## src/pkg/sch_pkg.sv

```systemverilog
// shared constants and types for the storage card host handshake block
package sch_pkg;
  // interface mode selected from the mode pins
  typedef enum logic [1:0] {SCH_MODE_MEM, SCH_MODE_IO, SCH_MODE_TASK} sch_mode_t;
  // ultra dma burst states
  typedef enum logic [1:0] {SCH_UD_IDLE, SCH_UD_RECV, SCH_UD_SEND} sch_ud_state_t;
  // reset initialization time in ns and its cycle count at 100 MHz
  localparam int SCH_CLK_PERIOD_NS = 10;
  localparam int SCH_INIT_TIME_NS = 2000;
  localparam int SCH_INIT_CYCLES = (SCH_INIT_TIME_NS + SCH_CLK_PERIOD_NS - 1) / SCH_CLK_PERIOD_NS;
  localparam int SCH_CNT_W = 12;
  // data word width on the host bus
  localparam int SCH_DATA_W = 16;
  // strobe divider, strobe toggles at most once every this many cycles plus one
  localparam logic [3:0] SCH_STROBE_DIV = 4'h3;
  localparam logic [3:0] SCH_DIV_ZERO = 4'h0;
  localparam logic [3:0] SCH_DIV_ONE = 4'h1;
  localparam logic [SCH_CNT_W-1:0] SCH_CNT_ZERO = 12'h000;
  localparam logic [SCH_CNT_W-1:0] SCH_CNT_ONE = 12'h001;
  // idle levels of the synchronised pins {task_n, io, we_n, iowr_n, stop}
  // so that no false strobe edge or mode glitch follows reset
  localparam logic [4:0] SCH_PIN_IDLE = 5'h16;
endpackage

```

## src/core/sch_host_port.sv

```systemverilog
// host side handshake and status pins of the storage card controller
`timescale 1ns/100ps
// What this block does
// RQ1 - wait low holds off card cycle in progress
// RQ2 - task mode ready flow control, never under udma
// RQ3 - ready to receive on write burst, may pause
// RQ4 - device drives data strobe, host latches both edges
// RQ5 - stop strobe edges to pause, resume later
// RQ6 - memory mode write enable strobes task registers
// RQ7 - io mode write enable only for config
// RQ8 - task mode ignores write enable, tied high
// RQ9 - write protect low after reset initialization; code drives wp low in memory mode only, high in io and task mode
// RQ10 - io mode 16-bit port indication low
// RQ11 - task mode word transfer indication low
// RQ12 - host stop ends current ultra dma burst
// RQ13 - ready low during reset, high when free
// RQ14 - pin function chosen by active interface mode
module sch_host_port (
  input wire logic clock,
  input wire logic srst,
  input wire logic mode_sel_task_n,
  input wire logic mode_sel_io,
  input wire logic we_n,
  input wire logic iowr_n,
  input wire logic stop,
  input wire logic core_busy,
  input wire logic core_hold,
  input wire logic core_word_cycle,
  input wire logic core_port16,
  input wire logic udma_start_recv,
  input wire logic udma_start_send,
  input wire logic core_recv_pause,
  input wire logic core_send_pause,
  input wire logic [sch_pkg::SCH_DATA_W-1:0] core_send_data,
  output logic wait_n,
  output logic ready,
  output logic ddmardy_n,
  output logic dstrobe,
  output logic [sch_pkg::SCH_DATA_W-1:0] data_out,
  output logic wp,
  output logic iois16_n,
  output logic iocs16_n,
  output logic cfg_write,
  output logic task_write,
  output logic send_taken,
  output logic burst_done
);
  import sch_pkg::*;

  ////////////////////////////////////////////////////////////////////////
  // synchronised pins
  logic [4:0] pin_s;
  logic task_sel_n_s, io_sel_s, we_n_s, iowr_n_s, stop_s;
  sch_sync #(.W(5), .RST_VAL(SCH_PIN_IDLE)) u_sync (
    .clock(clock),
    .srst(srst),
    .async_in({mode_sel_task_n, mode_sel_io, we_n, iowr_n, stop}),
    .sync_out(pin_s)
  );
  assign {task_sel_n_s, io_sel_s, we_n_s, iowr_n_s, stop_s} = pin_s;

  // state
  sch_mode_t mode_q; // active interface mode
  sch_ud_state_t ud_q; // ultra dma burst state
  logic [SCH_CNT_W-1:0] init_cnt_q; // init countdown
  logic init_done_q; // reset initialization complete
  logic [3:0] div_q; // strobe rate divider
  logic we_n_d1_q, iowr_n_d1_q; // previous strobe levels

  // mode decode used by the mode register process
  function automatic sch_mode_t decode_mode(input logic task_n, input logic io);
    if (!task_n)
      return SCH_MODE_TASK;
    else if (io)
      return SCH_MODE_IO;
    else
      return SCH_MODE_MEM;
  endfunction

  ////////////////////////////////////////////////////////////////////////
  // mode register, changes only while idle
  always_ff @(posedge clock)
  begin
    if (srst)
      mode_q <= SCH_MODE_MEM;
    else if (ud_q == SCH_UD_IDLE)
      mode_q <= decode_mode(task_sel_n_s, io_sel_s); // RQ14
  end

  ////////////////////////////////////////////////////////////////////////
  // reset initialization countdown
  always_ff @(posedge clock)
  begin
    if (srst)
    begin
      init_cnt_q <= SCH_CNT_W'(SCH_INIT_CYCLES);
      init_done_q <= 1'b0;
    end
    else if (init_cnt_q != SCH_CNT_ZERO)
      init_cnt_q <= init_cnt_q - SCH_CNT_ONE;
    else
      init_done_q <= 1'b1;
  end

  ////////////////////////////////////////////////////////////////////////
  // ultra dma burst control, task mode only
  always_ff @(posedge clock)
  begin
    if (srst)
    begin
      ud_q <= SCH_UD_IDLE;
      burst_done <= 1'b0;
    end
    else
    begin
      burst_done <= 1'b0;
      case (ud_q)
        SCH_UD_IDLE:
        begin
          // start only in task mode, after init
          if (mode_q == SCH_MODE_TASK && init_done_q && !stop_s)
          begin
            if (udma_start_recv)
              ud_q <= SCH_UD_RECV;
            else if (udma_start_send)
              ud_q <= SCH_UD_SEND;
          end
        end
        SCH_UD_RECV, SCH_UD_SEND:
        begin
          // host stop ends burst
          if (stop_s)
          begin
            ud_q <= SCH_UD_IDLE; // RQ12
            burst_done <= 1'b1;
          end
        end
        default:
          ud_q <= SCH_UD_IDLE;
      endcase
    end
  end

  ////////////////////////////////////////////////////////////////////////
  // receive readiness, negated to pause
  always_ff @(posedge clock)
  begin
    if (srst)
      ddmardy_n <= 1'b1;
    else
      ddmardy_n <= !(ud_q == SCH_UD_RECV && !stop_s && !core_recv_pause); // RQ3
  end

  ////////////////////////////////////////////////////////////////////////
  // strobe divider, enable pulse every SCH_STROBE_DIV plus one (4) cycles while sending
  logic strobe_en;
  assign strobe_en = (div_q == SCH_DIV_ZERO);
  always_ff @(posedge clock)
  begin
    if (srst || ud_q != SCH_UD_SEND)
      div_q <= SCH_STROBE_DIV;
    else if (strobe_en)
      div_q <= SCH_STROBE_DIV;
    else
      div_q <= div_q - SCH_DIV_ONE;
  end

  ////////////////////////////////////////////////////////////////////////
  // data strobe: each edge while sending carries one word, pause stops edges, idle returns it low
  always_ff @(posedge clock)
  begin
    if (srst)
    begin
      dstrobe <= 1'b0;
      data_out <= '0;
      send_taken <= 1'b0;
    end
    else
    begin
      send_taken <= 1'b0;
      if (ud_q == SCH_UD_SEND && strobe_en && !stop_s && !core_send_pause) // RQ5
      begin
        dstrobe <= !dstrobe; // RQ4
        data_out <= core_send_data;
        send_taken <= 1'b1;
      end
      else if (ud_q == SCH_UD_IDLE)
        dstrobe <= 1'b0;
    end
  end

  ////////////////////////////////////////////////////////////////////////
  // wait line: card hold in card modes, iordy in task mode without udma
  always_ff @(posedge clock)
  begin
    if (srst)
      wait_n <= 1'b1;
    else if (mode_q == SCH_MODE_TASK)
      wait_n <= (ud_q != SCH_UD_IDLE) ? 1'b1 : !core_hold; // RQ2
    else
      wait_n <= !core_hold; // RQ1
  end

  ////////////////////////////////////////////////////////////////////////
  // ready and write protect status
  always_ff @(posedge clock)
  begin
    if (srst)
    begin
      ready <= 1'b0;
      wp <= 1'b1;
    end
    else
    begin
      ready <= init_done_q && !core_busy; // RQ13
      wp <= (mode_q == SCH_MODE_MEM) ? !init_done_q : 1'b1; // RQ9
    end
  end

  ////////////////////////////////////////////////////////////////////////
  // 16-bit indications
  always_ff @(posedge clock)
  begin
    if (srst)
    begin
      iois16_n <= 1'b1;
      iocs16_n <= 1'b1;
    end
    else
    begin
      iois16_n <= !(mode_q == SCH_MODE_IO && core_port16); // RQ10
      iocs16_n <= !(mode_q == SCH_MODE_TASK && core_word_cycle); // RQ11
    end
  end

  ////////////////////////////////////////////////////////////////////////
  // write strobe routing on rising edge of each strobe
  always_ff @(posedge clock)
  begin
    if (srst)
    begin
      we_n_d1_q <= 1'b1;
      iowr_n_d1_q <= 1'b1;
      cfg_write <= 1'b0;
      task_write <= 1'b0;
    end
    else
    begin
      we_n_d1_q <= we_n_s;
      iowr_n_d1_q <= iowr_n_s;
      cfg_write <= 1'b0;
      task_write <= 1'b0;
      case (mode_q)
        SCH_MODE_MEM:
        begin
          // write enable strobes task and config writes
          cfg_write <= we_n_s && !we_n_d1_q;
          task_write <= we_n_s && !we_n_d1_q; // RQ6
        end
        SCH_MODE_IO:
        begin
          cfg_write <= we_n_s && !we_n_d1_q; // RQ7
          task_write <= iowr_n_s && !iowr_n_d1_q; // RQ7
        end
        SCH_MODE_TASK:
          task_write <= iowr_n_s && !iowr_n_d1_q; // RQ8
        default:
        begin
          cfg_write <= 1'b0;
        end
      endcase
    end
  end
endmodule

```

## src/core/sch_sync.sv

```systemverilog
// two flip-flop synchroniser bank for asynchronous pins
`timescale 1ns/100ps
module sch_sync #(
  parameter int W = 1,
  // per bit reset level, set to the idle level of each pin
  parameter logic [W-1:0] RST_VAL = '0
) (
  input wire logic clock,
  input wire logic srst,
  input wire logic [W-1:0] async_in,
  output logic [W-1:0] sync_out
);
  // first stage, read only by second stage
  logic [W-1:0] meta_q;

  ////////////////////////////////////////////////////////////////////////
  // two stages per bit
  genvar i;
  generate
    for (i = 0; i < W; i++)
    begin : g_bit
      always_ff @(posedge clock)
      begin
        if (srst)
        begin
          // idle level, avoids a false edge after reset
          meta_q[i] <= RST_VAL[i];
          sync_out[i] <= RST_VAL[i];
        end
        else
        begin
          meta_q[i] <= async_in[i];
          sync_out[i] <= meta_q[i];
        end
      end
    end
  endgenerate
endmodule

```

## config.mk

```make
export PLATFORM = sky130hd
export DESIGN_NAME = sch_host_port
export DESIGN_NICKNAME = d
export VERILOG_FILES = /design/src/pkg/sch_pkg.sv /design/src/core/sch_host_port.sv /design/src/core/sch_sync.sv
export SDC_FILE = /design/constraint.sdc
export NUM_CORES = 1
export LEC_CHECK = 0
export ABC_AREA = 1
export BUFFER_PORTS_ARGS = -buffer_cell sky130_fd_sc_hd__buf_4
export CAP_MARGIN = 30
export CORE_MARGIN = 2
export CORE_UTILIZATION = 50
export CTS_CLUSTER_SIZE = 30
export DETAILED_ROUTE_END_ITERATION = 16
export PLACE_DENSITY = 0.76
export REMOVE_ABC_BUFFERS = 1
export SLEW_MARGIN = 20
export SYNTH_ARGS = -nofsm -noshare
export SYNTH_HDL_FRONTEND = slang
export SYNTH_SLANG_ARGS = --single-unit
```

## constraint.sdc

```tcl
create_clock -name clock -period 3.8 [get_ports clock]
set_clock_uncertainty 0.1 [all_clocks]
set_input_delay 0.57 -clock clock [delete_from_list [all_inputs] [get_ports clock]]
set_output_delay 0.57 -clock clock [all_outputs]
set_load 0.02 [all_outputs]
```

==> results of run 1 <==
worst max-delay path: stages, from the launching register on:
cell and delay [ps]:
dfxtp_1 300, inv_1 120, ha_1 220, nand3_2 140, nor2_2 220, nand2_2 170, nand3_1 110, o21ai_1 90
routing by layer:
| layer | vias up | global-route usage | part of all wire |
|---|---|---|---|
| met3 | 6 | 0.0625 | 0.067 |
| met5 | - | 0 | 0 |
| met1 | 864 | 0.233 | 0.46 |
| met4 | 0 | 0.0692 | 0.012 |
| met2 | 59 | 0.312 | 0.46 |
| li1 | 1018 | - | - |
kinds of logic after synthesis:
logic type / count (synthesis)
adder cells (fa/ha/maj): 9
XOR/XNOR: 3
AND/OR/NAND/NOR: 138
AO/OA/AOI/OAI: 33
flip-flops: 60
buffers and inverters: 43
where the power goes:
part	switching (mW)	internal, mW	leakage, nW
combinational	0.114	0.0780	0.797
clock	0.225	0.331	0.0983
sequential	0.0193	0.659	0.488
Yosys cell counts (4+ instances only):
library cell / number / area, um2
o21ai_0: 21 / 105
nand2_1: 38 / 143
nor2_2: 4 / 25.0
or2_2: 8 / 50.1
a21oi_1: 7 / 35.0
inv_1: 32 / 120
nand3_1: 22 / 110
nor2_1: 56 / 210
ha_1: 9 / 113
dfxtp_1: 60 / 1200
sequential cells by signal, indices dropped and copies added (netlist names):
| signal | flops |
|---|---|
| ud_q | 2 |
| div_q | 4 |
| init_done_q | 1 |
| burst_done | 1 |
| init_cnt_q | 12 |
| wp | 1 |
| u_sync.meta_q | 5 |
| cfg_write | 1 |
| task_write | 1 |
| ready | 1 |
| u_sync.sync_out | 5 |
| mode_q | 2 |
| ddmardy_n | 1 |
| dstrobe | 1 |
| iois16_n | 1 |
| iowr_n_d1_q | 1 |
| send_taken | 1 |
| wait_n | 1 |
| iocs16_n | 1 |
| data_out | 16 |
| we_n_d1_q | 1 |
cell usage in the layout, fill, tap and decap left out, drive strengths merged:
| cell | synthesis | final |
|---|---|---|
| clkinv | 0 | 1 |
| nor3 | 1 | 1 |
| ha | 9 | 9 |
| inv | 36 | 36 |
| xor2 | 3 | 3 |
| or2 | 8 | 8 |
| nand4 | 3 | 3 |
| nand2 | 42 | 42 |
| nand3 | 23 | 23 |
| bufinv | 0 | 1 |
| o31ai | 1 | 1 |
| clkbuf | 3 | 12 |
| dfxtp | 60 | 60 |
| a31oi | 1 | 1 |
| buf | 4 | 57 |
| nor2 | 61 | 61 |
| o21ai | 23 | 23 |
| a211oi | 1 | 1 |
| a21oi | 7 | 7 |
path summary, 6_finish.rpt:
path / startpoint / to
setup / recovery: init_cnt_q[0]$_SDFFE_PP0P_ / init_cnt_q[1]$_SDFFE_PP0P_
hold / removal: core_busy / ready$_SDFF_PP0_
setup reg to reg: init_cnt_q[0]$_SDFFE_PP0P_ / init_cnt_q[1]$_SDFFE_PP0P_
hold reg to reg: u_sync.meta_q[0]$_SDFF_PP0_ / u_sync.sync_out[0]$_SDFF_PP0_
area by class of cell:
class | count | share of cell area
well taps | 52 | 0.0220
clock inverters | 2 | 0.0118
inverters | 36 | 0.0474
repair buffers | 57 | 0.145
flip-flops and latches | 60 | 0.406
multi-input cells | 183 | 0.316
clock buffers | 12 | 0.0524
==> results by group, run 1 <==
Status
  – Status: complete, no violations

Global route
  – Vias in the first global route: 1805
  – Total track usage: 0.190
  – Largest net degree at the start of global routing: 36
  – Initial antenna violation count: 0
  – Wire length of the first global-routing pass: 7.71 mm
  – Gr ovfl total: 0

Timing
  – Slew Viols, Final: 0
  – Fin crit share: 0.416
  – Final hold slack: 303 ps
  – Rel. slew slack: 0.645
  – Sum Neg Setup Slack: 0 ps
  – RSZ-0062 raised after global routing: false
  – Fin. Hold Viols: 0
  – Worst-Margin Slew: 531 ps
  – Clock period minus worst slack: about 1600 ps
  – Max Fclk: about 630 MHz
  – Fin worst setup slack: 2220 ps
  – Finish-stage setup viols: 0

Setup path
  – Worst setup EP type: register
  – CP max FO: 9
  – Critical setup path kind: reg -> reg
  – CP Data Arrival Time: 1680 ps
  – Required time worst endpoint: ~4000 ps
  – R2R setup slack: about 2200 ps
  – R2R depth: 7
  – Critical Path Start Type: register

CTS
  – Clock sinks: 60
  – CTS tree: built
  – Clock transition at path regs: 60 ps
  – Hold-fix buffers, CTS: 0
  – H-tree levels: 3
  – Post-CTS sizing: 0
  – Worst-skew pair later-pin latency: 320 ps
  – Clk buf depth: 2
  – Cell chosen for the clock root: clkbuf_8
  – Clock buffer count from CTS: 9
  – Setup bufs post-CTS: 0

Worst hold path
  – Hold Crit Depth: 2
  – HP Class: in -> reg

Yosys
  – Most used DFF post-synth: dfxtp_1
  – XOR/XNOR share of the synthesized area: 0.0113
  – Multiplexer share of the synthesized area: 0
  – Syn_area_per_cell: about 8 um2
  – Synth unique cells: 27
  – Synth Register Bits: 60
  – Number of flops mapped to enable cells by yosys: 0
  – Yosys warns: 0
  – Synth Area in Compound Gates: 0.0736
  – Post-synthesis async set-or-reset flop share: 0
  – Synthesized area: ~2300 um2
  – Post-Synthesis Cells: 286
  – Post-Synth Simple-Gate Area: 0.268
  – Adder-Cell Fraction of Synth Area: 0.0484
  – Largest family of logic cells by synthesized area: simple AND/OR/NAND/NOR gates
  – Seq/Total Area, Yosys: 0.516

Final layout
  – Area grow syn2layout: 27.1%
  – Utilization after layout: 0.670
  – Share of cells above drive strength 1: 0.266
  – Antenna cell count: 0
  – Post-Layout Inst Area: 2960 um2
  – FF/Latch Area: between 1000 and 1500 um2
  – Fillers: 375
  – Non-Filler Instances: 402
  – Multi-input gate area: 935 um2
  – Fin nets: 387

Detailed routing
  – Routed Antenna Nets: 0
  – TritonRoute pass-1 iters: 5
  – Drt total wl: 4.59 mm
  – Total number of vias: 1947
  – DRC: 0
  – Routed len/inst: 11.4 um
  – Starting DRT DRC Count: 55
  – Via density: roughly 4.8

Die
  – Std cell rows: 24
  – Core area: 4410 um2
  – Die area: about 5200 um2
  – Die X: 72.2 um
  – I/O pins: 58
  – Die H: roughly 72 um
  – Initial Util: 0.527

Placement
  – Buffers on Ports: 57
  – Placer congestion estimate: approximately 0.83
  – Worst slack at placement: a little over 2000 ps
  – Placed cell area: 2770 um2
  – Placed cells: 388
  – Post-DP HPWL: 3.25 mm

Pwr
  – Total power: ~1.4 mW
  – Worst IR Drop VDD: 0.000283 V
  – PwrDens: 482 nW/um2
  – LEAKAGE: 1.38 nW

Job
  – Max Cap Viol: 0
Note: power is estimated with default switching activity, not from simulation.
==> run 2: changes to the inputs <==
- ABC_AREA: 1 -> 0
- clock period: 3.8 -> 1.5 ns (I/O delays scaled with it)
==> run 2 against run 1 <==
Effect of this change:
- the run now ends with setup timing left
- register-to-register slack worse by 2400 ps
- design area is 23% higher
- hold slack worse by 280 ps
- core utilization is 16 points higher
- critical path depth stayed put
- flip-flop and latch count stayed put
- worst setup slack worse by 2400 ps
- global-route usage is 2.7 points higher
- final cell count is 0.75% higher
- synthesized cell count is 19% lower
- clock power is 120% higher
- sequential share of layout area is 7.5 points lower
==> results by group, run 2 <==
Status
  – Status: finished with violations
  – Violated checks: setup timing

Die
  – I/O pins: 58
  – Std cell rows: 24
  – Die H: between 70 and 80 um
  – Initial Util: 0.524
  – Die area: between 5000 and 6000 um2
  – Core area: 4410 um2
  – Die X: 72.0 um

Timing
  – Rel. slew slack: 0.727
  – Worst-Margin Slew: 406 ps
  – Slew Viols, Final: 0
  – Fin crit share: 1.09
  – Max Fclk: 613 MHz
  – Fin worst setup slack: -132 ps
  – Finish-stage setup viols: 25
  – Clock period minus worst slack: 1630 ps
  – Fin. Hold Viols: 0
  – RSZ-0062 raised after global routing: true

Placement
  – Buffers on Ports: 57
  – Worst slack at placement: -200 ps
  – Placer congestion estimate: 0.759
  – Post-DP HPWL: 3.27 mm

Global route
  – Vias in the first global route: between 1500 and 2000
  – Total track usage: 0.217
  – Largest net degree at the start of global routing: 19
  – Wire length of the first global-routing pass: 8.57 mm
  – Gr ovfl total: 0
  – Initial antenna violation count: 0

Yosys
  – Post-Synthesis Cells: 231
  – Dominant cells by area after synthesis: dfxtp_1 (52%), mux2i_1 (8.2%), nor2_1 (5.8%)
  – Cell taking the most area after synthesis: dfxtp_1
  – Synthesized area: 2310 um2
  – Post-synthesis async set-or-reset flop share: 0
  – Cell with the most instances after synthesis: dfxtp_1
  – Synth Register Bits: 60
  – Synth unique cells: 38
  – Number of flops mapped to enable cells by yosys: 0
  – Post-synth top cells: dfxtp_1 (60), nor2_1 (36), mux2i_1 (19)
  – Yosys warns: 0
  – Seq/Total Area, Yosys: 0.519
  – Share of the synthesized area in the top cell type: 0.519
  – Syn_area_per_cell: 10.0 um2
  – Most used DFF post-synth: dfxtp_1

Final layout
  – Antenna cell count: 0
  – Most common library cell in the layout ignoring fill and taps: buf_4
  – Top flop regs: data_out: 16 flops, init_cnt_q: 12 flops
  – Largest register FFs: 16
  – Most flops, register: data_out
  – Area grow syn2layout: 57.7%
  – Share of cells above drive strength 1: 0.476
  – Most frequent cells in the layout: buf_4 (101), dfxtp_1 (54), nor2_1 (32)
  – Fin nets: 389

Setup path
  – CP Data Arrival Time: 1790 ps
  – CP max FO: 6
  – Worst setup EP type: register
  – Critical setup path kind: reg -> reg
  – R2R setup slack: -130 ps
  – Critical Path Start Type: register
  – Required time worst endpoint: 1660 ps
  – Worst r2r src: div_q[1]$_SDFF_PP1_
  – Reg-to-reg endpoint: dstrobe$_SDFFE_PP0P_
  – R2R depth: 7

Pwr
  – LEAKAGE: ~1.7 nW
  – PwrDens: 1080 nW/um2
  – Total power: 3.95 mW
  – Worst IR Drop VDD: between 0.0007 and 0.0008 V

Detailed routing
  – Starting DRT DRC Count: 54
  – Via density: between 4 and 5
  – Routed Antenna Nets: 0
  – Routed len/inst: 14.4 um
  – Drt total wl: 5.85 mm
  – Total number of vias: about 2000
  – DRC: 0
  – TritonRoute pass-1 iters: 4

Worst hold path
  – Hold Startpoint: core_send_data[13]
  – Hold EP: data_out[13]$_SDFFE_PP0P_
  – HP Class: in -> reg
  – Hold Crit Depth: 3

CTS
  – CTS tree: built
  – Clock transition at path regs: approximately 60 ps
  – Clock sinks: 60
  – Clock buffer count from CTS: 9
  – Clk buf depth: 2
  – Cell chosen for the clock root: clkbuf_8
  – Worst-skew pair later-pin latency: 340 ps
  – H-tree levels: 3

Job
  – Max Cap Viol: 0
run 2: cell type report:
class / count / area, um2
Clock buffer: 13 / 159
Multi-Input combinational cell: 149 / 1190
Sequential cell: 60 / 1210
Clock inverter: 2 / 10.0
Timing Repair Buffer: 118 / 968
Fill cell: 251 / 767
Inverter: 11 / 41.3
Tap cell: 52 / 65.1
run 2: routing by layer:
layer | vias up | global-route usage | routed length, um | share of wire
met4 | 0 | 0.0776 | 140 | 0.024
met1 | 931 | 0.221 | 2310 | 0.40
li1 | 1024 | - | - | -
met2 | 49 | 0.403 | 3160 | 0.54
met3 | 15 | 0.0792 | 237 | 0.041
met5 | - | 0 | 0 | 0
run 2: worst max path at each step:
stage,to,cells past startpoint,start
final,dstrobe$_SDFFE_PP0P_,7,div_q[1]$_SDFF_PP1_
after global routing,dstrobe$_SDFFE_PP0P_,7,div_q[1]$_SDFF_PP1_
after CTS,data_out[2]$_SDFFE_PP0P_,8,div_q[0]$_SDFF_PP1_
after floorplan,dstrobe$_SDFFE_PP0P_,6,div_q[0]$_SDFF_PP1_
after global placement,dstrobe$_SDFFE_PP0P_,7,div_q[0]$_SDFF_PP1_
after detailed placement,dstrobe$_SDFFE_PP0P_,7,div_q[0]$_SDFF_PP1_
run 2: logic make-up (layout without fill, tap and decap cells):
kind of cell             after synthesis  count (layout)  synth area share
AND/OR/NAND/NOR                       97              97             0.239
flip-flops                            60              60             0.519
buffers and inverters                 22             144            0.0400
AO/OA/AOI/OAI                         20              20            0.0562
multiplexers                          19              19            0.0822
adder cells (fa/ha/maj)                9               9            0.0487
XOR/XNOR                               4               4            0.0151
run 2: worst max-delay path, cell delays in order, from the launching register on:
cell	delay (ps)
dfxtp_2	320
inv_2	60
ha_4	130
nor3b_4	240
nand3_4	130
buf_12	160
or2_4	260
a21oi_2	160
run 2: where the power goes:
group	switching (mW)	internal (mW)
registers	0.0580	1.69
clock network	0.577	0.675
logic	0.424	0.531
total	1.06	2.89
run 2: per-stage QoR:
| step | setup TNS (ps) | util | hold slack [ps] | area (um2) | std cells |
|---|---|---|---|---|---|
| final | -1590 | 0.826 | 27.2 | 3650 | 405 |
| after global routing | -4120 | 0.826 | 26.6 | 3650 | 405 |
| after CTS | -824 | 0.787 | 14.0 | 3480 | 400 |
| after detailed placement | -3120 | 0.685 | 293 | 3020 | 363 |
| after global placement | -1580 | 0.685 | 292 | 3020 | 363 |
| after floorplan | -10040 | - | 194 | 2260 | 220 |
run 2: timing repair:
action,in CTS,in global routing
hold buffers,10,0
endpoints found under the setup margin,30,34
pin swaps,13,18
hold endpoints to repair,10,0
setup buffers,12,4
resized for setup,24,29
gates cloned,0,1
